## src/common/alert_pkg.sv

```systemverilog
// alert status register bank: offsets, bit positions, reset values, carriers
// assumes a register access port driven by the device's own link decoder
package alert_pkg;
  localparam logic [7:0] intf_offset = 8'h03;
  localparam logic [7:0] bal_offset  = 8'h04;
  localparam logic [7:0] fm1_offset  = 8'h05;
  localparam logic [15:0] intf_reset = 16'h0000;
  localparam logic [15:0] bal_reset  = 16'h0000;
  localparam logic [15:0] fm1_reset  = 16'h0000;
  // interface alert bit positions
  localparam int up_check_bit   = 15;
  localparam int dn_check_bit   = 14;
  localparam int up_coding_bit  = 13;
  localparam int dn_coding_bit  = 12;
  localparam int up_parity_bit  = 11;
  localparam int dn_parity_bit  = 10;
  localparam int dual_cmd_bit   = 9;
  localparam int serial_sum_bit = 7;
  localparam int clk_count_bit  = 6;
  localparam int fast_osc_bit   = 5;
  localparam int int_bus_bit    = 4;
  localparam int two_wire_bit   = 2;
  localparam int rejected_bit   = 0;
  // balancing alert bit positions
  localparam int bal_wdog_bit   = 15;
  localparam int bal_therm_bit  = 14;
  localparam int bal_calib_bit  = 13;
  localparam int bal_note_bit   = 12;
  localparam int bal_done_bit   = 11;
  localparam logic [15:0] bal_live_mask = 16'hF800;
  // fault monitor one: read-only single-ended flags 13:10, rest w0c
  localparam logic [15:0] fm1_ro_mask   = 16'h3C00;
  localparam logic [1:0]  dual_cfg_code = 2'b11;
  localparam int spi_clock_count  = 32;
  localparam int spi_rw_bit       = 31;
  localparam int spi_rw_copy_bit  = 3;
  // oscillator check: fast clocks per two slow cycles, 16MHz / 16384Hz
  localparam int osc_nominal      = 1953;
  localparam int osc_tol          = 97;
  localparam int two_wire_width   = 9;

  typedef struct packed {
    logic        wr;
    logic        rd;
    logic [7:0]  addr;
    logic [15:0] wdata;
  } reg_req_t;

  typedef struct packed {
    logic up_check;
    logic dn_check;
    logic up_coding;
    logic dn_coding;
    logic up_parity;
    logic dn_parity;
    logic dual_cmd;
    logic rejected;
  } uart_ev_t;

  typedef struct packed {
    logic        frame_end;
    logic [5:0]  clk_count;
    logic [31:0] frame_in;
    logic        crc_error;
    logic        timeout;
    logic        bus_fail;
  } spi_ev_t;

  typedef struct packed {
    logic watchdog;
    logic thermal;
    logic calib;
    logic note;
    logic done;
  } bal_ev_t;
endpackage

```

## src/design/alert_status_bank.sv

```systemverilog
// sticky communication and balancing alert registers with status frame
// assumes link decoders and balancing engine pulse events on mclk
// How it works
// - up-port check failure in link mode sets bit 15 of interface alerts.
// - down-port check failure sets bit 14 only in dual link config 11.
// - up-port coding violation in link mode sets bit 13.
// - down-port coding violation sets bit 12 only in dual config.
// - up parity error sets bit 11; down parity sets bit 10 dual only.
// - misrouted writes or host commands in dual config set bit 9.
// - latched alerts clear only on written zero; written one keeps bit.
// - serial rw mismatch, nonzero read data or timeout set bit 7.
// - each serial frame returns five status bits in output bits 31:27.
// - zero write to bit 7 clears crc, rw and timeout errors.
// - frame without exactly 32 clocks sets bit 6 and status bit 1.
// - fast oscillator drift beyond 5% in serial mode latches bit 5; a zero write clears it only once resolved.
// - internal bus failure in serial mode sets bit 4 and status bit 1.
// - bit 2 is read-only OR of masked nine two-wire errors.
// - protected write during scan or balancing sets bit 0.
// - watchdog halt sets balancing bit 15 while timeout disable is zero.
// - thermal halt sets bit 14 if enabled; clear only after run ends.
// - calibration halt sets bit 13; clear only after run ends.
// - progress note sets bit 12 when enabled by note configuration.
// - normal or undervoltage completion sets bit 11.
// - balancing register at 0x4 uses bits 15:11, rest reserved zero.
// - fault register at 0x5 resets zero; 13:10 read-only, others w0c.
// - interface alert register sits at 0x3, read and write.
// - interface summary ORs interface bits; check errors have own summary.
`timescale 1ns/10ps
module alert_status_bank #(
  parameter int two_wire_width = alert_pkg::two_wire_width
) (
  // clock and reset
  input  wire logic                      mclk,
  input  wire logic                      nrst,
  input  wire logic                      slow_clk,
  // mode configuration
  input  wire logic                      link_type_select,
  input  wire logic [1:0]                link_port_config,
  // register access
  input  wire alert_pkg::reg_req_t       reg_req,
  output logic [15:0]                    rdata_reg,
  // event sources
  input  wire alert_pkg::uart_ev_t       uart_ev,
  input  wire alert_pkg::spi_ev_t        spi_ev,
  input  wire alert_pkg::bal_ev_t        bal_ev,
  input  wire logic                      protected_write_busy,
  input  wire logic                      balance_active,
  input  wire logic                      balance_timeout_disable,
  input  wire logic                      balance_thermal_enable,
  input  wire logic                      balance_note_config,
  input  wire logic [two_wire_width-1:0] two_wire_status_bits,
  input  wire logic [two_wire_width-1:0] two_wire_alert_mask,
  input  wire logic [15:0]               fm1_set,
  // alert outputs
  output logic [4:0]                     frame_status_reg,
  output logic                           check_code_summary_reg,
  output logic                           interface_error_summary_reg
);
  if (two_wire_width != 9) begin : g_bad_width
    $error("two-wire width must be nine");
  end

  logic [15:0] intf_reg;
  logic [15:0] bal_reg;
  logic [15:0] fm1_reg;
  logic        crc_err_reg;
  logic        rw_err_reg;
  logic        transaction_timeout_error_reg;
  logic        drift;
  logic        drift_upd;
  logic        uart_mode;
  logic        dual_mode;
  logic        spi_mode;
  logic        wr_intf;
  logic        wr_bal;
  logic        wr_fm1;
  logic        rw_bad;
  logic        clk_bad;
  logic        two_wire_any;
  logic [15:0] intf_next;
  logic [15:0] bal_next;
  logic [15:0] intf_set;
  logic [15:0] bal_set;

  osc_drift_check u_osc (
    .mclk       (mclk),
    .nrst       (nrst),
    .slow_clk   (slow_clk),
    .drift_reg  (drift),
    .update_reg (drift_upd)
  );

  assign uart_mode = link_type_select;
  assign dual_mode = uart_mode &&
                     (link_port_config == alert_pkg::dual_cfg_code);
  assign spi_mode  = !link_type_select;
  assign wr_intf   = reg_req.wr && (reg_req.addr == alert_pkg::intf_offset);
  assign wr_bal    = reg_req.wr && (reg_req.addr == alert_pkg::bal_offset);
  assign wr_fm1    = reg_req.wr && (reg_req.addr == alert_pkg::fm1_offset);
  assign two_wire_any = |(two_wire_status_bits & two_wire_alert_mask);

  // serial frame checks
  assign rw_bad = spi_ev.frame_end &&
    ((spi_ev.frame_in[alert_pkg::spi_rw_bit] !=
      spi_ev.frame_in[alert_pkg::spi_rw_copy_bit]) ||
     (spi_ev.frame_in[alert_pkg::spi_rw_bit] &&
      spi_ev.frame_in[15:0] != 16'h0000));
  assign clk_bad = spi_ev.frame_end &&
    (spi_ev.clk_count != 6'(alert_pkg::spi_clock_count));

  always_comb begin
    intf_set = 16'h0000;
    intf_set[alert_pkg::up_check_bit]  = uart_mode && uart_ev.up_check;
    intf_set[alert_pkg::dn_check_bit]  = dual_mode && uart_ev.dn_check;
    intf_set[alert_pkg::up_coding_bit] = uart_mode && uart_ev.up_coding;
    intf_set[alert_pkg::dn_coding_bit] = dual_mode && uart_ev.dn_coding;
    intf_set[alert_pkg::up_parity_bit] = uart_mode && uart_ev.up_parity;
    intf_set[alert_pkg::dn_parity_bit] = dual_mode && uart_ev.dn_parity;
    intf_set[alert_pkg::dual_cmd_bit]  = dual_mode && uart_ev.dual_cmd;
    intf_set[alert_pkg::serial_sum_bit] = spi_mode &&
      (rw_bad || (spi_ev.frame_end && spi_ev.timeout));
    intf_set[alert_pkg::clk_count_bit] = spi_mode && clk_bad;
    intf_set[alert_pkg::fast_osc_bit]  = spi_mode && drift_upd && drift;
    intf_set[alert_pkg::int_bus_bit]   = spi_mode && spi_ev.bus_fail;
    intf_set[alert_pkg::rejected_bit]  =
      protected_write_busy && uart_ev.rejected;
  end

  always_comb begin
    intf_next = intf_reg;
    if (wr_intf) begin
      intf_next = intf_reg & reg_req.wdata;
      if (drift) begin
        intf_next[alert_pkg::fast_osc_bit] =
          intf_reg[alert_pkg::fast_osc_bit];
      end
    end
    intf_next = intf_next | intf_set;
    intf_next[alert_pkg::two_wire_bit] = two_wire_any;
    intf_next[8] = 1'b0;
    intf_next[3] = 1'b0;
    intf_next[1] = 1'b0;
  end

  always_ff @(posedge mclk or negedge nrst) begin
    if (!nrst) begin
      intf_reg <= alert_pkg::intf_reset;
    end else begin
      intf_reg <= intf_next;
    end
  end

  // hidden serial error latches behind the summary bit
  always_ff @(posedge mclk or negedge nrst) begin
    if (!nrst) begin
      crc_err_reg <= 1'b0;
      rw_err_reg  <= 1'b0;
      transaction_timeout_error_reg  <= 1'b0;
    end else begin
      if (wr_intf && !reg_req.wdata[alert_pkg::serial_sum_bit]) begin
        crc_err_reg <= 1'b0;
        rw_err_reg  <= 1'b0;
        transaction_timeout_error_reg  <= 1'b0;
      end
      if (spi_mode && spi_ev.frame_end && spi_ev.crc_error) begin
        crc_err_reg <= 1'b1;
      end
      if (spi_mode && rw_bad) begin
        rw_err_reg <= 1'b1;
      end
      if (spi_mode && spi_ev.frame_end && spi_ev.timeout) begin
        transaction_timeout_error_reg <= 1'b1;
      end
    end
  end

  always_comb begin
    bal_set = 16'h0000;
    bal_set[alert_pkg::bal_wdog_bit]  =
      bal_ev.watchdog && !balance_timeout_disable;
    bal_set[alert_pkg::bal_therm_bit] =
      bal_ev.thermal && balance_thermal_enable;
    bal_set[alert_pkg::bal_calib_bit] = bal_ev.calib;
    bal_set[alert_pkg::bal_note_bit]  =
      bal_ev.note && balance_note_config;
    bal_set[alert_pkg::bal_done_bit]  = bal_ev.done;
  end

  always_comb begin
    bal_next = bal_reg;
    if (wr_bal) begin
      bal_next = bal_reg & reg_req.wdata;
      if (balance_active) begin
        bal_next[alert_pkg::bal_therm_bit] =
          bal_reg[alert_pkg::bal_therm_bit];
        bal_next[alert_pkg::bal_calib_bit] =
          bal_reg[alert_pkg::bal_calib_bit];
      end
    end
    bal_next = (bal_next | bal_set) & alert_pkg::bal_live_mask;
  end

  always_ff @(posedge mclk or negedge nrst) begin
    if (!nrst) begin
      bal_reg <= alert_pkg::bal_reset;
    end else begin
      bal_reg <= bal_next;
    end
  end

  // fault monitor one layout only; its sources arrive in fm1_set
  always_ff @(posedge mclk or negedge nrst) begin
    if (!nrst) begin
      fm1_reg <= alert_pkg::fm1_reset;
    end else if (wr_fm1) begin
      fm1_reg <= ((fm1_reg & reg_req.wdata & ~alert_pkg::fm1_ro_mask) |
                  (fm1_set & alert_pkg::fm1_ro_mask) | fm1_set);
    end else begin
      fm1_reg <= (fm1_reg & ~alert_pkg::fm1_ro_mask) | fm1_set;
    end
  end

  // read port
  always_ff @(posedge mclk or negedge nrst) begin
    if (!nrst) begin
      rdata_reg <= 16'h0000;
    end else if (reg_req.rd) begin
      case (reg_req.addr)
        alert_pkg::intf_offset: rdata_reg <= intf_reg;
        alert_pkg::bal_offset:  rdata_reg <= bal_reg;
        alert_pkg::fm1_offset:  rdata_reg <= fm1_reg;
        default:                rdata_reg <= 16'h0000;
      endcase
    end
  end

  // per-frame status breakdown and summaries
  always_ff @(posedge mclk or negedge nrst) begin
    if (!nrst) begin
      frame_status_reg            <= 5'h00;
      check_code_summary_reg      <= 1'b0;
      interface_error_summary_reg <= 1'b0;
    end else begin
      frame_status_reg <= {crc_err_reg, rw_err_reg, transaction_timeout_error_reg,
        intf_reg[alert_pkg::clk_count_bit] |
        intf_reg[alert_pkg::fast_osc_bit] |
        intf_reg[alert_pkg::int_bus_bit], 1'b0};
      check_code_summary_reg <= intf_reg[alert_pkg::up_check_bit] |
        intf_reg[alert_pkg::dn_check_bit] | crc_err_reg;
      if (uart_mode) begin
        interface_error_summary_reg <= |intf_reg[13:9] |
          intf_reg[alert_pkg::rejected_bit] |
          intf_reg[alert_pkg::two_wire_bit];
      end else begin
        interface_error_summary_reg <= |intf_reg[7:4] |
          intf_reg[alert_pkg::rejected_bit] |
          intf_reg[alert_pkg::two_wire_bit];
      end
    end
  end
endmodule

```

## src/design/osc_drift_check.sv

```systemverilog
// oscillator drift check: counts fast clock edges per two slow cycles
// assumes mclk is the fast oscillator and slow_clk arrives asynchronously
`timescale 1ns/10ps
module osc_drift_check #(
  parameter int nominal = alert_pkg::osc_nominal,
  parameter int tol     = alert_pkg::osc_tol
) (
  // clock and reset
  input  wire logic mclk,
  input  wire logic nrst,
  // slow oscillator level
  input  wire logic slow_clk,
  // result
  output logic      drift_reg,
  output logic      update_reg
);
  if (tol >= nominal || nominal + tol > 4094) begin : g_bad_window
    $error("bad drift window");
  end

  logic       sync1_reg;
  logic       sync2_reg;
  logic       sync3_reg;
  logic       half_reg;
  logic [11:0] count_reg;
  logic        rise;

  always_ff @(posedge mclk or negedge nrst) begin
    if (!nrst) begin
      sync1_reg <= 1'b0;
      sync2_reg <= 1'b0;
      sync3_reg <= 1'b0;
    end else begin
      sync1_reg <= slow_clk;
      sync2_reg <= sync1_reg;
      sync3_reg <= sync2_reg;
    end
  end

  assign rise = sync2_reg & ~sync3_reg;

  // window of two slow cycles
  always_ff @(posedge mclk or negedge nrst) begin
    if (!nrst) begin
      half_reg   <= 1'b0;
      count_reg  <= 12'h000;
      drift_reg  <= 1'b0;
      update_reg <= 1'b0;
    end else begin
      update_reg <= 1'b0;
      if (rise) begin
        half_reg <= ~half_reg;
      end
      if (rise && half_reg) begin
        count_reg  <= 12'h001;
        update_reg <= 1'b1;
        drift_reg  <= (count_reg < 12'(nominal - tol)) ||
                      (count_reg > 12'(nominal + tol));
      end else if (count_reg != 12'hFFF) begin
        count_reg <= count_reg + 12'h001;
      end
    end
  end
endmodule

```

## config.mk

```make
export PLATFORM = sky130hd
export DESIGN_NAME = alert_status_bank
export DESIGN_NICKNAME = d
export VERILOG_FILES = /design/src/common/alert_pkg.sv /design/src/design/alert_status_bank.sv /design/src/design/osc_drift_check.sv
export SDC_FILE = /design/constraint.sdc
export NUM_CORES = 1
export LEC_CHECK = 0
export BUFFER_PORTS_ARGS = -buffer_cell sky130_fd_sc_hd__clkbuf_2
export CAP_MARGIN = 5
export CORE_AREA = 2 2 124 66
export DETAILED_ROUTE_END_ITERATION = 10
export DIE_AREA = 0 0 126 68
export GPL_TIMING_DRIVEN = 0
export PLACE_DENSITY = 0.88
export SETUP_SLACK_MARGIN = 0.5
export SLEW_MARGIN = 20
export SYNTH_ARGS = -nofsm -noshare
export SYNTH_HDL_FRONTEND = slang
export SYNTH_SLANG_ARGS = --single-unit
```

## constraint.sdc

```tcl
create_clock -name mclk -period 1.96 [get_ports mclk]
set_clock_uncertainty 0.2 [all_clocks]
set_input_delay 0.392 -clock mclk [delete_from_list [all_inputs] [get_ports mclk]]
set_output_delay 0.392 -clock mclk [all_outputs]
set_load 0.02 [all_outputs]
```

# Word level (Yosys, flattened, before mapping)
# Cells that the tools add are included.
[word_totals] out_inout_bits=23 elab_cells=105 register_bits=77 in_bits=126
[op_classes] magnitude_cmp=2 mux=14 bitwise=20 reduce_logical=44 eq_ne=7 n_addsub=1
[ops] operator="$or A16 B16 Y16" count=4
[ops] operator="$and A16 B16 Y16" count=3
[ops] operator="$mux W16" count=3
[ops] operator="$pmux W16 S3" count=1
[ops] operator="$logic_and A1 B1 Y1" count=30
[ops] operator="$mux W12" count=2
[ops] operator="$eq A8 B3 Y1 const B" count=2
[ops] operator="$or A16 B14 Y16" count=1
[ops] operator="$reduce_bool A16 Y1" count=1
[ops] operator="$add A12 B1 Y12 const B" count=1
[ops] operator="$gt A12 B12 Y1 const B" count=1
[ops] operator="$lt A12 B11 Y1 const B" count=1
[ops] operator="$ne A12 B12 Y1 const B" count=1
[ops] operator="$and A9 B9 Y9" count=1
[ops] operator="$reduce_or A9 Y1" count=1
[ops] operator="$eq A8 B2 Y1 const B" count=1
[ops] operator="$or A1 B1 Y1" count=8
[ops] operator="$reduce_bool A2 Y1" count=4
[ops] operator="$mux W1" count=7
[ops] operator="$ne A6 B6 Y1 const B" count=1
[ops] operator="$reduce_or A5 Y1" count=1
[ops] operator="$reduce_or A4 Y1" count=1
[ops] operator="$logic_not A1 Y1" count=3
[ops] operator="$logic_or A1 B1 Y1" count=3
[ops] operator="other kinds (5)" count=6

# Logic depth before layout (Yosys ltp)
# Gate-level depths: netlist (run 1).
[depth] word_depth=7 mapped_depth=6 depth_no_buf=5

# Modules after synthesis
# Synthesis (run 1) repeated with hierarchy kept, for this count alone.
[unflattened] hier_cells=323 hier_area_um2=3545.9
[by_module_without_submodules] module="alert_status_bank" area_per_inst_um2=2582.5 cells_per_inst=230 instances=1 seq_area_each_um2=1476.4
[by_module_without_submodules] module="osc_drift_check" area_per_inst_um2=963.4 cells_per_inst=93 instances=1 seq_area_each_um2=450.4

# Worst setup path before layout (run 1)
# No wires, ideal clock.
[synth_timing] path_kind="in2reg" start="in reg_req[21] in the netlist's numbering" end="reg crc_err_reg" t_arrival_ps=1381 stages=4 required_time_ps=1639 setup_time_ps=121 path_buffers=0 slack_ps=258 cell_sequence="nor4_4 nand4_1 or2_1 a22o_1"
[synth_between] elab_chain_len=4
[synth_lines] element="start, declared" line="alert_status_bank.sv:40" rtl="input wire alert_pkg::reg_req_t reg_req,"
[synth_lines] element="$eq A8 B2 Y1" line="alert_status_bank.sv:97" rtl="assign wr_intf = reg_req.wr && (reg_req.addr == alert_pkg::intf_offset);"
[synth_lines] element="$logic_and A1 B1 Y1" line="alert_status_bank.sv:97"
[synth_lines] element="$logic_and A1 B1 Y1" line="alert_status_bank.sv:160" rtl="if (wr_intf && !reg_req.wdata[alert_pkg::serial_sum_bit]) begin"
[synth_lines] element="$reduce_bool A2 Y1 (no line)"
[synth_lines] element="end signal, assigned" line="alert_status_bank.sv:156" rtl="crc_err_reg <= 1'b0;"
[synth_lines] element="end signal, assigned" line="alert_status_bank.sv:161" rtl="crc_err_reg <= 1'b0;"
[synth_lines] element="end signal, assigned" line="alert_status_bank.sv:166" rtl="crc_err_reg <= 1'b1;"
[synth_lines] element="end, declared" line="alert_status_bank.sv:66" rtl="logic crc_err_reg;"
# Every way passes these cells.
# A chain may end at the register's enable or synchronous reset.

# Final worst setup path (run 1)
[layout_timing] start="reg intf_reg[10]" end="reg interface_error_summary_reg"
[layout_between] elab_chain_len=4
[layout_lines] element="start, declared" line="alert_status_bank.sv:63" rtl="logic [15:0] intf_reg;"
[layout_lines] element="start signal, assigned" line="alert_status_bank.sv:147" rtl="intf_reg <= alert_pkg::intf_reset;"
[layout_lines] element="start signal, assigned" line="alert_status_bank.sv:149" rtl="intf_reg <= intf_next;"
[layout_lines] element="$reduce_or A5 Y1" line="alert_status_bank.sv:251" rtl="interface_error_summary_reg <= |intf_reg[13:9] |"
[layout_lines] element="$or A1 B1 Y1" line="alert_status_bank.sv:251"
[layout_lines] element="$or A1 B1 Y1" line="alert_status_bank.sv:252" rtl="intf_reg[alert_pkg::rejected_bit] |"
[layout_lines] element="$mux W1" line="alert_status_bank.sv:250" rtl="if (uart_mode) begin"
[layout_lines] element="end signal, assigned" line="alert_status_bank.sv:251"
[layout_lines] element="end signal, assigned" line="alert_status_bank.sv:255" rtl="interface_error_summary_reg <= |intf_reg[7:4] |"
[layout_lines] element="end, declared" line="alert_status_bank.sv:57" rtl="output logic interface_error_summary_reg"
# Every way passes these cells.

==> results of run 1 <==
power breakdown:
group	internal (mW)	total [mW]	switching [mW]
logic	0.516	1.06	0.540
registers	1.72	1.91	0.199
clock network	0.916	1.60	0.682
total	3.15	4.57	1.42
what timing repair did:
action,CTS,global route
endpoints found under the setup margin,73,79
gates resized for setup,69,124
gates cloned,1,1
pin swaps,21,29
setup buffers,36,10
hold endpoints to repair,46,41
routing by layer:
metal / wire [um] / vias to the layer above / share of wire / GRT usage
met3: 1330 / 64 / 0.10 / 0.0813
met1: 5210 / 1715 / 0.39 / 0.347
li1: - / 1477 / - / -
met4: 573 / 0 / 0.043 / 0.106
met5: 0 / - / 0 / 0
met2: 6230 / 265 / 0.47 / 0.401
worst max-delay path: stages, from the launching register on:
cell	delay (ps)
dfrtp_1	430
or4_4	530
nor2_4	140
a21oi_1	80
or3_1	350
worst min path at each step:
stage,from,endpoint,slack (ps),depth (start not counted)
after global routing,nrst,u_osc.count_reg[10]$_DFFE_PN0P_,-70,1
after global placement,u_osc.sync1_reg$_DFF_PN0_,u_osc.sync2_reg$_DFF_PN0_,140,0
after detailed placement,u_osc.sync1_reg$_DFF_PN0_,u_osc.sync2_reg$_DFF_PN0_,130,0
after floorplan,nrst,bal_reg[11]$_DFF_PN0_,-100,0
final,nrst,frame_status_reg[3]$_DFF_PN0_,-120,1
after CTS,nrst,frame_status_reg[3]$_DFF_PN0_,-110,1
cell usage in the layout (no fill, tap or decap), drive strengths merged, types with 5 or more instances in the layout:
master / synthesis / layout
clkbuf: 7 / 120
dfrtp: 77 / 77
buf: 7 / 69
o21ai: 29 / 29
nand2: 28 / 28
nand2b: 17 / 17
inv: 15 / 15
a22oi: 14 / 14
nor2: 13 / 13
o2bb2ai: 10 / 10
nand3: 7 / 7
a22o: 6 / 6
nor3: 6 / 6
o221ai: 5 / 5
dlygate4sd3: 0 / 5
a31oi: 5 / 5
cells by family (layout without fill, tap and decap cells):
family,after synthesis,count (layout),share of synthesized area
AND/OR/NAND/NOR,100,100,0.168
buffers and inverters,29,213,0.0375
other,1,1,0.00110
XOR/XNOR,4,4,0.0103
adder cells (fa/ha/maj),2,2,0.00735
flip-flops,77,77,0.566
AO/OA/AOI/OAI,90,90,0.210
layout make-up:
class                           instances  area [um^2]
Sequential cell                        77         1940
Fill cell                             440         1930
Multi-Input combinational cell        197         1890
Timing Repair Buffer                  169         1240
Clock buffer                           11          253
Buffer                                 14          136
Tap cell                              100          125
Inverter                               15         56.3
Clock inverter                          4         23.8
metrics by stage:
| step | setup WS (ps) | area, um^2 | hold slack (ps) | TNS [ps] | power (mW) |
|---|---|---|---|---|---|
| after floorplan | 263 | 3500 | -104 | 0 | 2.23 |
| after global placement | -509 | 4200 | 135 | -29350 | 2.44 |
| after detailed placement | -194 | 4230 | 135 | -1420 | 2.48 |
| after CTS | 139 | 5100 | -107 | 0 | 4.28 |
| after global routing | 77.6 | 5670 | -72.7 | 0 | 4.72 |
| final | 105 | 5670 | -120 | 0 | 4.57 |
==> impl_metrics.sql, run 1 <==
INSERT INTO impl_metrics (metric_group, metric, value, unit) VALUES
('clocking', 'clock-root-buffer', 'clkbuf_16', ''),
('outcome', 'status', 'finished with violations', ''),
('synthesis', 'yosysUniqueCellTypes', '52', ''),
('sta', 'final.period_utilization', '0.947', ''),
('route', 'drt-initial-drc-count', '346', ''),
('setup_path', 'worst-path-max-fanout', '3', ''),
('synthesis', 'yosys-top-cells-count', '77 x dfrtp_1, 29 x o21ai_0, 28 x nand2_1, 17 x nand2b_1, 15 x inv_1', ''),
('sta', 'max_clock_freq', '0.539', 'GHz'),
('sta', 'finalHoldViolations', '41', ''),
('pwr', 'power.density_cell_area', '806', 'nW/um^2'),
('clocking', 'clock-sinks', '77', ''),
('sta', 'final_report_setup_violation_count', '0', ''),
('setup_path', 'regToRegStartpoint', 'intf_reg[10]$_DFF_PN0_', ''),
('route', 'drt_wl_total', '13400', 'um'),
('synthesis', 'synth.area.top_cells', 'dfrtp_1 57%, o21ai_0 4.3%, nand2b_1 3.1%', ''),
('route', 'vias_per_cell', '6.00', ''),
('run', 'drv.max_cap_violation_count', '0', ''),
('route', 'detail-route-antenna-nets', '0', ''),
('route', 'route.detailed.wl_per_inst', '22.7', 'um'),
('sta', 'worstMarginPinSlew', '658', 'ps'),
('placed_design', 'io_buffers', '115', ''),
('global_route', 'gr-usage-all-layers', '0.260', ''),
('floorplanning', 'boundaryPins', '149', ''),
('setup_path', 'worst-endpoint-arrival', '1880', 'ps'),
('global_route', 'antenna_violations_before_repair', '0', ''),
('placed_design', 'place.detailed.instances', '519', ''),
('outcome', 'failing_checks', 'negative hold slack', ''),
('setup_path', 'worst_reg2reg_setup_slack', '100', 'ps'),
('setup_path', 'ff2ff_path_depth', '4', ''),
('sta', 'fin_hold_ws', '-120', 'ps'),
('floorplanning', 'initial_utilization', '0.448', ''),
('synthesis', 'async_reset_ff_frac', '1.00', ''),
('synthesis', 'ys_seq_area_frac', '0.566', ''),
('floorplanning', 'overall_die_height', '68', 'um'),
('pwr', 'ir_worst_vdd', '0.000721', 'V'),
('hold_path', 'hold_class', 'primary input to async pin', ''),
('sta', 'drv_slew', '0', ''),
('synthesis', 'syn_area', '3400', 'um^2'),
('synthesis', 'synthesis.yosys.warnings', '0', ''),
('setup_path', 'r2r-end', 'interface_error_summary_reg$_DFF_PN0_', ''),
('synthesis', 'synth_most_common_cell', 'dfrtp_1', ''),
('clocking', 'clk_pin_slew', '70', 'ps'),
('floorplanning', 'core', '7600', 'um^2'),
('sta', 'worst_slew_margin', '0.561', ''),
('floorplanning', 'floorplan.die_area', '8570', 'um^2'),
('synthesis', 'syn-mean-instance-area', '11.2', 'um^2'),
('global_route', 'grt_overflow', '0', ''),
('setup_path', 'worst-setup-path-type', 'flip-flop to flip-flop', ''),
('setup_path', 'worstSetupStartpointType', 'flip-flop', ''),
('clocking', 'cts_inserted_buffers', '9', ''),
('layout', 'synthToLayoutAreaGrowth', '66.5', '%'),
('clocking', 'clock_tree_from_tritoncts', 'yes', ''),
('floorplanning', 'num_rows', '23', ''),
('synthesis', 'synth_flop_cell', 'dfrtp_1', ''),
('placed_design', 'gp_congestion', '0.887', ''),
('clocking', 'htree_num_levels', '3', ''),
('sta', 'final_period_minus_worst_setup_slack', '1860', 'ps'),
('synthesis', 'synth-edff-count', '0', ''),
('sta', 'setup_repair_after_global_routing_missed_its_margin', 'true', ''),
('floorplanning', 'floorplan.die.width', '126', 'um'),
('layout', 'antenna_cells', '0', ''),
('route', 'dr_total_vias', '3521', ''),
('layout', 'layout-drive-gt1-share', '0.589', ''),
('layout', 'final_nets', '611', ''),
('placed_design', 'dpl.hpwl', '6890', 'um'),
('setup_path', 'required', '1980', 'ps'),
('pwr', 'leakage', '2.43', 'nW'),
('setup_path', 'worst_setup_path_endpoint', 'interface_error_summary_reg$_DFF_PN0_', ''),
('synthesis', 'synth-seq-cells', '77', ''),
('clocking', 'clk_path_buf_depth', '2', ''),
('synthesis', 'syn-num-nets', '431', '');
Note: power is estimated with default switching activity, not from simulation.
==> run 2, diff against run 1 <==
- PLACE_DENSITY: 0.88 -> 0.77
==> run 2 against run 1 <==
Compared with the run above:
- the flow now finishes without violations
- clock power up 19%
- die area is the same
- combinational power down 12%
- non-clock buffer count up 3
- count of clock-buffer cells in the layout fell by 2
- maximum frequency is 1.1% higher
- critical endpoint unchanged
==> impl_metrics.sql, run 2 (same netlist as run 1, synthesis figures left out) <==
INSERT INTO impl_metrics (metric_group, metric, value, unit) VALUES
('outcome', 'status', 'complete, no violations', ''),
('layout', 'synthToLayoutAreaGrowth', '64.7', '%'),
('sta', 'final_report_setup_violation_count', '0', ''),
('setup_path', 'timing.critical_path.slowest_cell_delay', '550', 'ps'),
('route', 'drt_pre_antenna_iters', '6', ''),
('sta', 'drv_slew', '0', ''),
('setup_path', 'worst-setup-path-type', 'flip-flop to flip-flop', ''),
('setup_path', 'cp_cell_sequence', 'or4_1 -> nor2_2 -> a21oi_1 -> or3_1', ''),
('sta', 'final_period_minus_worst_setup_slack', '1830', 'ps'),
('clocking', 'clock_tree_from_tritoncts', 'yes', ''),
('floorplanning', 'floorplan.die.width', '126', 'um'),
('run', 'drv.max_cap_violation_count', '0', ''),
('setup_path', 'critical_path.endpoint_type', 'flip-flop', ''),
('clocking', 'htree_num_levels', '3', ''),
('sta', 'final.period_utilization', '0.936', ''),
('global_route', 'via_count_of_the_first_global_routing_pass', '3129', ''),
('clocking', 'cts_inserted_buffers', '9', ''),
('layout', 'layout.cells.non_filler', '591', ''),
('sta', 'setup_repair_after_global_routing_missed_its_margin', 'true', ''),
('hold_path', 'hold_class', 'primary input to flip-flop', ''),
('sta', 'worst_slew_margin', '0.556', ''),
('route', 'dr_total_vias', '3329', ''),
('clocking', 'clk-insertion-delay-late', '350', 'ps'),
('route', 'drt-initial-drc-count', '264', ''),
('floorplanning', 'initial_utilization', '0.448', ''),
('placed_design', 'place.detailed.instances', '519', ''),
('floorplanning', 'overall_die_height', '68', 'um'),
('route', 'route.detailed.wl_per_inst', '19.4', 'um'),
('global_route', 'grt_max_degree', '52', ''),
('sta', 'max_clock_freq', '0.545', 'GHz'),
('layout', 'antenna_cells', '0', ''),
('pwr', 'leakage', '2.44', 'nW'),
('layout', 'layout.filler_cells', '498', ''),
('pwr', 'ir_worst_vdd', '0.000480', 'V'),
('placed_design', 'io_buffers', '115', ''),
('floorplanning', 'num_rows', '23', ''),
('layout', 'final_nets', '614', ''),
('clocking', 'clk_path_buf_depth', '2', ''),
('global_route', 'grt_first_pass_wirelength', '16100', 'um'),
('clocking', 'clk_pin_slew', '60', 'ps'),
('route', 'detail-route-antenna-nets', '0', ''),
('route', 'vias_per_cell', '5.63', ''),
('placed_design', 'gp_congestion', '0.846', ''),
('setup_path', 'worstSetupStartpointType', 'flip-flop', ''),
('sta', 'fin_hold_ws', '23.6', 'ps'),
('clocking', 'clock-sinks', '77', ''),
('route', 'dr_drc_count', '0', ''),
('clocking', 'clock-root-buffer', 'clkbuf_16', ''),
('layout', 'layout.cells.most_common_list', '93 x clkbuf_2, 67 x dfrtp_1, 43 x buf_4', ''),
('setup_path', 'required', '1980', 'ps'),
('pwr', 'power.density_cell_area', '848', 'nW/um^2'),
('global_route', 'antenna_violations_before_repair', '0', ''),
('setup_path', 'cpLargestDelayFamily', 'simple AND/OR/NAND/NOR gates', ''),
('placed_design', 'dpl.hpwl', '6780', 'um'),
('layout', 'layout_commonest_cell', 'clkbuf_2', ''),
('global_route', 'grt_overflow', '0', ''),
('sta', 'worstMarginPinSlew', '666', 'ps'),
('setup_path', 'critical_path_buf_inv_count', '0', ''),
('pwr', 'total_power', '4.75', 'mW'),
('setup_path', 'worst-endpoint-arrival', '1860', 'ps'),
('setup_path', 'crit_path_top_delay_cell', 'or4_1', ''),
('floorplanning', 'core', '7600', 'um^2'),
('floorplanning', 'boundaryPins', '149', ''),
('setup_path', 'worst-path-max-fanout', '2', ''),
('layout', 'layout-drive-gt1-share', '0.570', ''),
('route', 'drt_wl_total', '11500', 'um'),
('floorplanning', 'floorplan.die_area', '8570', 'um^2'),
('global_route', 'gr-usage-all-layers', '0.250', ''),
('sta', 'finalHoldViolations', '0', '');
## run 2: per-stage QoR
stage	TNS (ps)	setup slack, ps	utilization	area (um^2)
finish	0	125	0.738	5600
global route	0	67.3	0.738	5600
CTS	0	161	0.696	5290
detailed placement	-1870	-179	0.557	4230
global placement	-34800	-586	0.553	4200
floorplan	0	263	-	3500
## run 2: final timing paths
path	start	endpoint	slack, ps	cells past startpoint
max reg2reg	intf_reg[12]$_DFF_PN0_	interface_error_summary_reg$_DFF_PN0_	130	4
min in group asynchronous	nrst	fm1_reg[4]$_DFF_PN0_	340	2
min reg2reg	u_osc.sync1_reg$_DFF_PN0_	u_osc.sync2_reg$_DFF_PN0_	150	0
max	intf_reg[12]$_DFF_PN0_	interface_error_summary_reg$_DFF_PN0_	130	4
min	balance_timeout_disable	bal_reg[15]$_DFF_PN0_	20	2
max in group asynchronous	nrst	intf_reg[10]$_DFF_PN0_	620	3
## run 2: layout make-up
cell class	count	area (um^2)	area share
tap	100	125	0.0223
sequential	77	1940	0.346
buffer	14	148	0.0263
timing repair buffer	172	1270	0.227
clock inverter	7	114	0.0203
clock buffer	9	225	0.0402
multi-input combinational	197	1730	0.308
inverter	15	56.3	0.0100
## run 2: repair_timing
| action | in CTS | in global routing |
|---|---|---|
| endpoints found under the hold margin | 31 | 0 |
| hold buffers | 6 | 0 |
| endpoints found under the setup margin | 76 | 81 |
| pin swaps | 23 | 25 |
| cloned | 2 | 0 |
| gates resized for setup | 93 | 71 |
| setup buffers | 40 | 8 |
## run 2: power breakdown
part / internal (mW) / leakage [nW] / switching, mW / total [mW]
logic: 0.479 / 1.44 / 0.454 / 0.933
clock network: 1.24 / 0.169 / 0.674 / 1.91
registers: 1.72 / 0.832 / 0.192 / 1.91
total: 3.43 / 2.44 / 1.32 / 4.75
## run 2: per-layer routing
layer	up-vias	global-route usage	wire length, um	share of wire
met5	-	0	0	0
met3	23	0.0657	1010	0.088
met4	0	0.0852	272	0.024
li1	1489	-	-	-
met1	1637	0.342	4800	0.42
met2	180	0.395	5380	0.47
==> run 3, diff against run 2 <==
==> constraint.sdc (replaced) <==
create_clock -name mclk -period 1.96 [get_ports mclk]
set_clock_uncertainty 0.2 [all_clocks]
set_input_delay 0.098 -clock mclk [delete_from_list [all_inputs] [get_ports mclk]]
set_output_delay 0.098 -clock mclk [all_outputs]
set_load 0.02 [all_outputs]
==> run 3 against run 2 <==
Compared with the run above:
- sequential power barely moved
- worst setup slack got worse by 15 ps
- combinational power rose by 30%
- core utilization rose by 2.8 points
- the run now ends with negative hold slack left
- routed wire length rose by 8.2%
- maximum frequency fell by 0.79%
- largest power group unchanged
- non-clock buffer count rose by 61
- total power fell by 2.9%
- via count rose by 8.6%
- sequential share of layout area fell by 1.3 points
- register-to-register slack barely moved
- global-route usage rose by 3.7 points
==> impl_metrics.sql, run 3 (same netlist as run 1, synthesis figures left out) <==
INSERT INTO impl_metrics (metric_group, metric, value, unit) VALUES
('global_route', 'grt_first_pass_wirelength', '18200', 'um'),
('placed_design', 'detailed_place.area', '4210', 'um^2'),
('clocking', 'clk-insertion-delay-late', '340', 'ps'),
('pwr', 'power.density_cell_area', '793', 'nW/um^2'),
('run', 'drv.max_cap_violation_count', '0', ''),
('global_route', 'grt_overflow', '0', ''),
('pwr', 'flop_pwr_share', '0.412', ''),
('setup_path', 'crit_path_top_delay_cell', 'or4_4', ''),
('route', 'vias_per_cell', '5.53', ''),
('clocking', 'clk_pin_slew', '60', 'ps'),
('layout', 'stdcell_area', '5820', 'um^2'),
('route', 'drt-initial-drc-count', '366', ''),
('clocking', 'htree_num_levels', '3', ''),
('sta', 'setup_repair_after_global_routing_missed_its_margin', 'true', ''),
('pwr', 'power.switching_fraction', '0.297', ''),
('layout', 'layout.cells.most_common_list', '116 x clkbuf_2, 81 x dlygate4sd3_1, 67 x dfrtp_1', ''),
('route', 'drt_pre_antenna_iters', '5', ''),
('setup_path', 'timing.critical_path.slowest_cell_delay', '550', 'ps'),
('layout', 'synthToLayoutAreaGrowth', '71.1', '%'),
('global_route', 'grt_util_met2', '0.460', ''),
('global_route', 'grt_max_degree', '56', ''),
('sta', 'worstMarginPinSlew', '877', 'ps'),
('setup_path', 'required', '1970', 'ps'),
('global_route', 'global_route.usage.met1', '0.369', ''),
('setup_path', 'cp_cell_sequence', 'or4_4 -> nor2_4 -> a21oi_2 -> or3_4', ''),
('setup_path', 'cpLargestDelayFamily', 'simple AND/OR/NAND/NOR gates', ''),
('setup_path', 'worst-path-max-fanout', '2', ''),
('sta', 'finalHoldViolations', '1', ''),
('floorplanning', 'core', '7600', 'um^2'),
('sta', 'drv_slew', '0', ''),
('clocking', 'cts_hold_buffers', '81', ''),
('sta', 'worst_slew_margin', '0.416', ''),
('sta', 'final_period_minus_worst_setup_slack', '1850', 'ps'),
('route', 'route.detailed.wl_per_inst', '19.0', 'um'),
('pwr', 'leakage', '2.47', 'nW'),
('sta', 'final.period_utilization', '0.944', ''),
('pwr', 'internal_power', '3.24', 'mW'),
('clocking', 'clk_path_buf_depth', '2', ''),
('route', 'dr_total_vias', '3615', ''),
('global_route', 'antenna_violations_before_repair', '0', ''),
('floorplanning', 'num_rows', '23', ''),
('floorplanning', 'floorplan.die.width', '126', 'um'),
('floorplanning', 'floorplan.die_area', '8570', 'um^2'),
('clocking', 'clock-sinks', '77', ''),
('placed_design', 'dpl.hpwl', '6760', 'um'),
('global_route', 'gr-usage-all-layers', '0.287', ''),
('layout', 'final_core_utilization', '0.766', ''),
('sta', 'max_clock_freq', '0.541', 'GHz'),
('pwr', 'power.clock.fraction', '0.327', ''),
('pwr', 'combinationalPowerShare', '0.261', ''),
('setup_path', 'critical_path_buf_inv_count', '0', ''),
('clocking', 'cts_inserted_buffers', '9', ''),
('floorplanning', 'overall_die_height', '68', 'um'),
('route', 'drt_wl_total', '12400', 'um'),
('pwr', 'ir_worst_vdd', '0.000577', 'V'),
('placed_design', 'gp_congestion', '0.830', ''),
('setup_path', 'worst-endpoint-arrival', '1860', 'ps'),
('hold_path', 'hold_class', 'primary input to flip-flop', ''),
('clocking', 'clock_tree_from_tritoncts', 'yes', ''),
('route', 'dr_drc_count', '0', ''),
('sta', 'fin_hold_ws', '-54.7', 'ps'),
('layout', 'layout-drive-gt1-share', '0.431', ''),
('global_route', 'global_route.usage.met3', '0.0821', ''),
('global_route', 'via_count_of_the_first_global_routing_pass', '3497', ''),
('setup_path', 'worst-setup-path-type', 'flip-flop to flip-flop', ''),
('route', 'detail-route-antenna-nets', '0', ''),
('pwr', 'power_switching', '1.37', 'mW'),
('clocking', 'clock-root-buffer', 'clkbuf_16', ''),
('floorplanning', 'boundaryPins', '149', ''),
('floorplanning', 'initial_utilization', '0.448', ''),
('layout', 'layout_commonest_cell', 'clkbuf_2', ''),
('outcome', 'failing_checks', 'negative hold slack', ''),
('setup_path', 'critical_path.endpoint_type', 'flip-flop', ''),
('layout', 'layout.filler_cells', '496', ''),
('outcome', 'status', 'finished with violations', ''),
('setup_path', 'worstSetupStartpointType', 'flip-flop', ''),
('global_route', 'globalRoute.busiestLayer', 'met2', ''),
('layout', 'final_nets', '675', ''),
('sta', 'final_report_setup_violation_count', '0', ''),
('placed_design', 'io_buffers', '115', '');
-- run 3: area by class of cell --
type	count	area, um^2	share of cell area
sequential	77	1940	0.333
timing repair buffer	233	1720	0.295
multi-input combinational	197	1610	0.276
clock buffer	10	229	0.0393
tap	100	125	0.0215
buffer	14	101	0.0174
inverter	15	56.3	0.00968
clock inverter	6	40.0	0.00688
antenna	2	5.00	0.000860
-- run 3: final timing paths --
check	from	to	slack (ps)	cells past startpoint
min	spi_ev[39]	intf_reg[6]$_DFF_PN0_	-50	4
max	intf_reg[11]$_DFF_PN0_	interface_error_summary_reg$_DFF_PN0_	110	4
min in group asynchronous	nrst	intf_reg[14]$_DFF_PN0_	30	2
min reg2reg	u_osc.sync1_reg$_DFF_PN0_	u_osc.sync2_reg$_DFF_PN0_	150	0
max reg2reg	intf_reg[11]$_DFF_PN0_	interface_error_summary_reg$_DFF_PN0_	110	4
max in group asynchronous	nrst	intf_reg[6]$_DFF_PN0_	950	3
-- run 3: stage by stage --
stage | total power, mW | hold slack (ps) | TNS (ps) | setup WS [ps] | cells
6_report | 4.62 | -54.7 | 0 | 111 | 654
3_3_place_gp | 2.44 | 7.36 | -6350 | -222 | 518
4_1_cts | 4.40 | -67.1 | 0 | 215 | 640
2_1_floorplan | 2.22 | -398 | 0 | 329 | 303
5_1_grt | 4.78 | 1.46 | 0 | 94.3 | 652
3_5_place_dp | 2.48 | -145 | 0 | 76.5 | 519
-- run 3: what timing repair did --
action / CTS / global route
setup endpoints to repair: 24 / 40
pin swaps: 11 / 15
buffers inserted: 24 / 12
hold endpoints to repair: 121 / 1
gates resized for setup: 30 / 41
-- run 3: per-layer routing --
layer | vias up | wire length, um
li1 | 1606 | -
met1 | 1763 | 5110
met2 | 209 | 5900
met3 | 37 | 983
met4 | 0 | 405
met5 | - | 0
-- run 3: power groups by stage --
stage               Clock [mW]  Combinational, mW  Sequential, mW
finish                    1.51               1.21            1.90
global route              1.60               1.27            1.92
CTS                       1.53              0.987            1.88
detailed placement           0              0.563            1.91
global placement             0              0.536            1.91
floorplan                    0              0.342            1.88
-- run 3: tightest hold or removal path, stage by stage --
cell	delay (ps)
clkbuf_2	70
or4b_2	110
nor3_1	40
o21ai_0	130
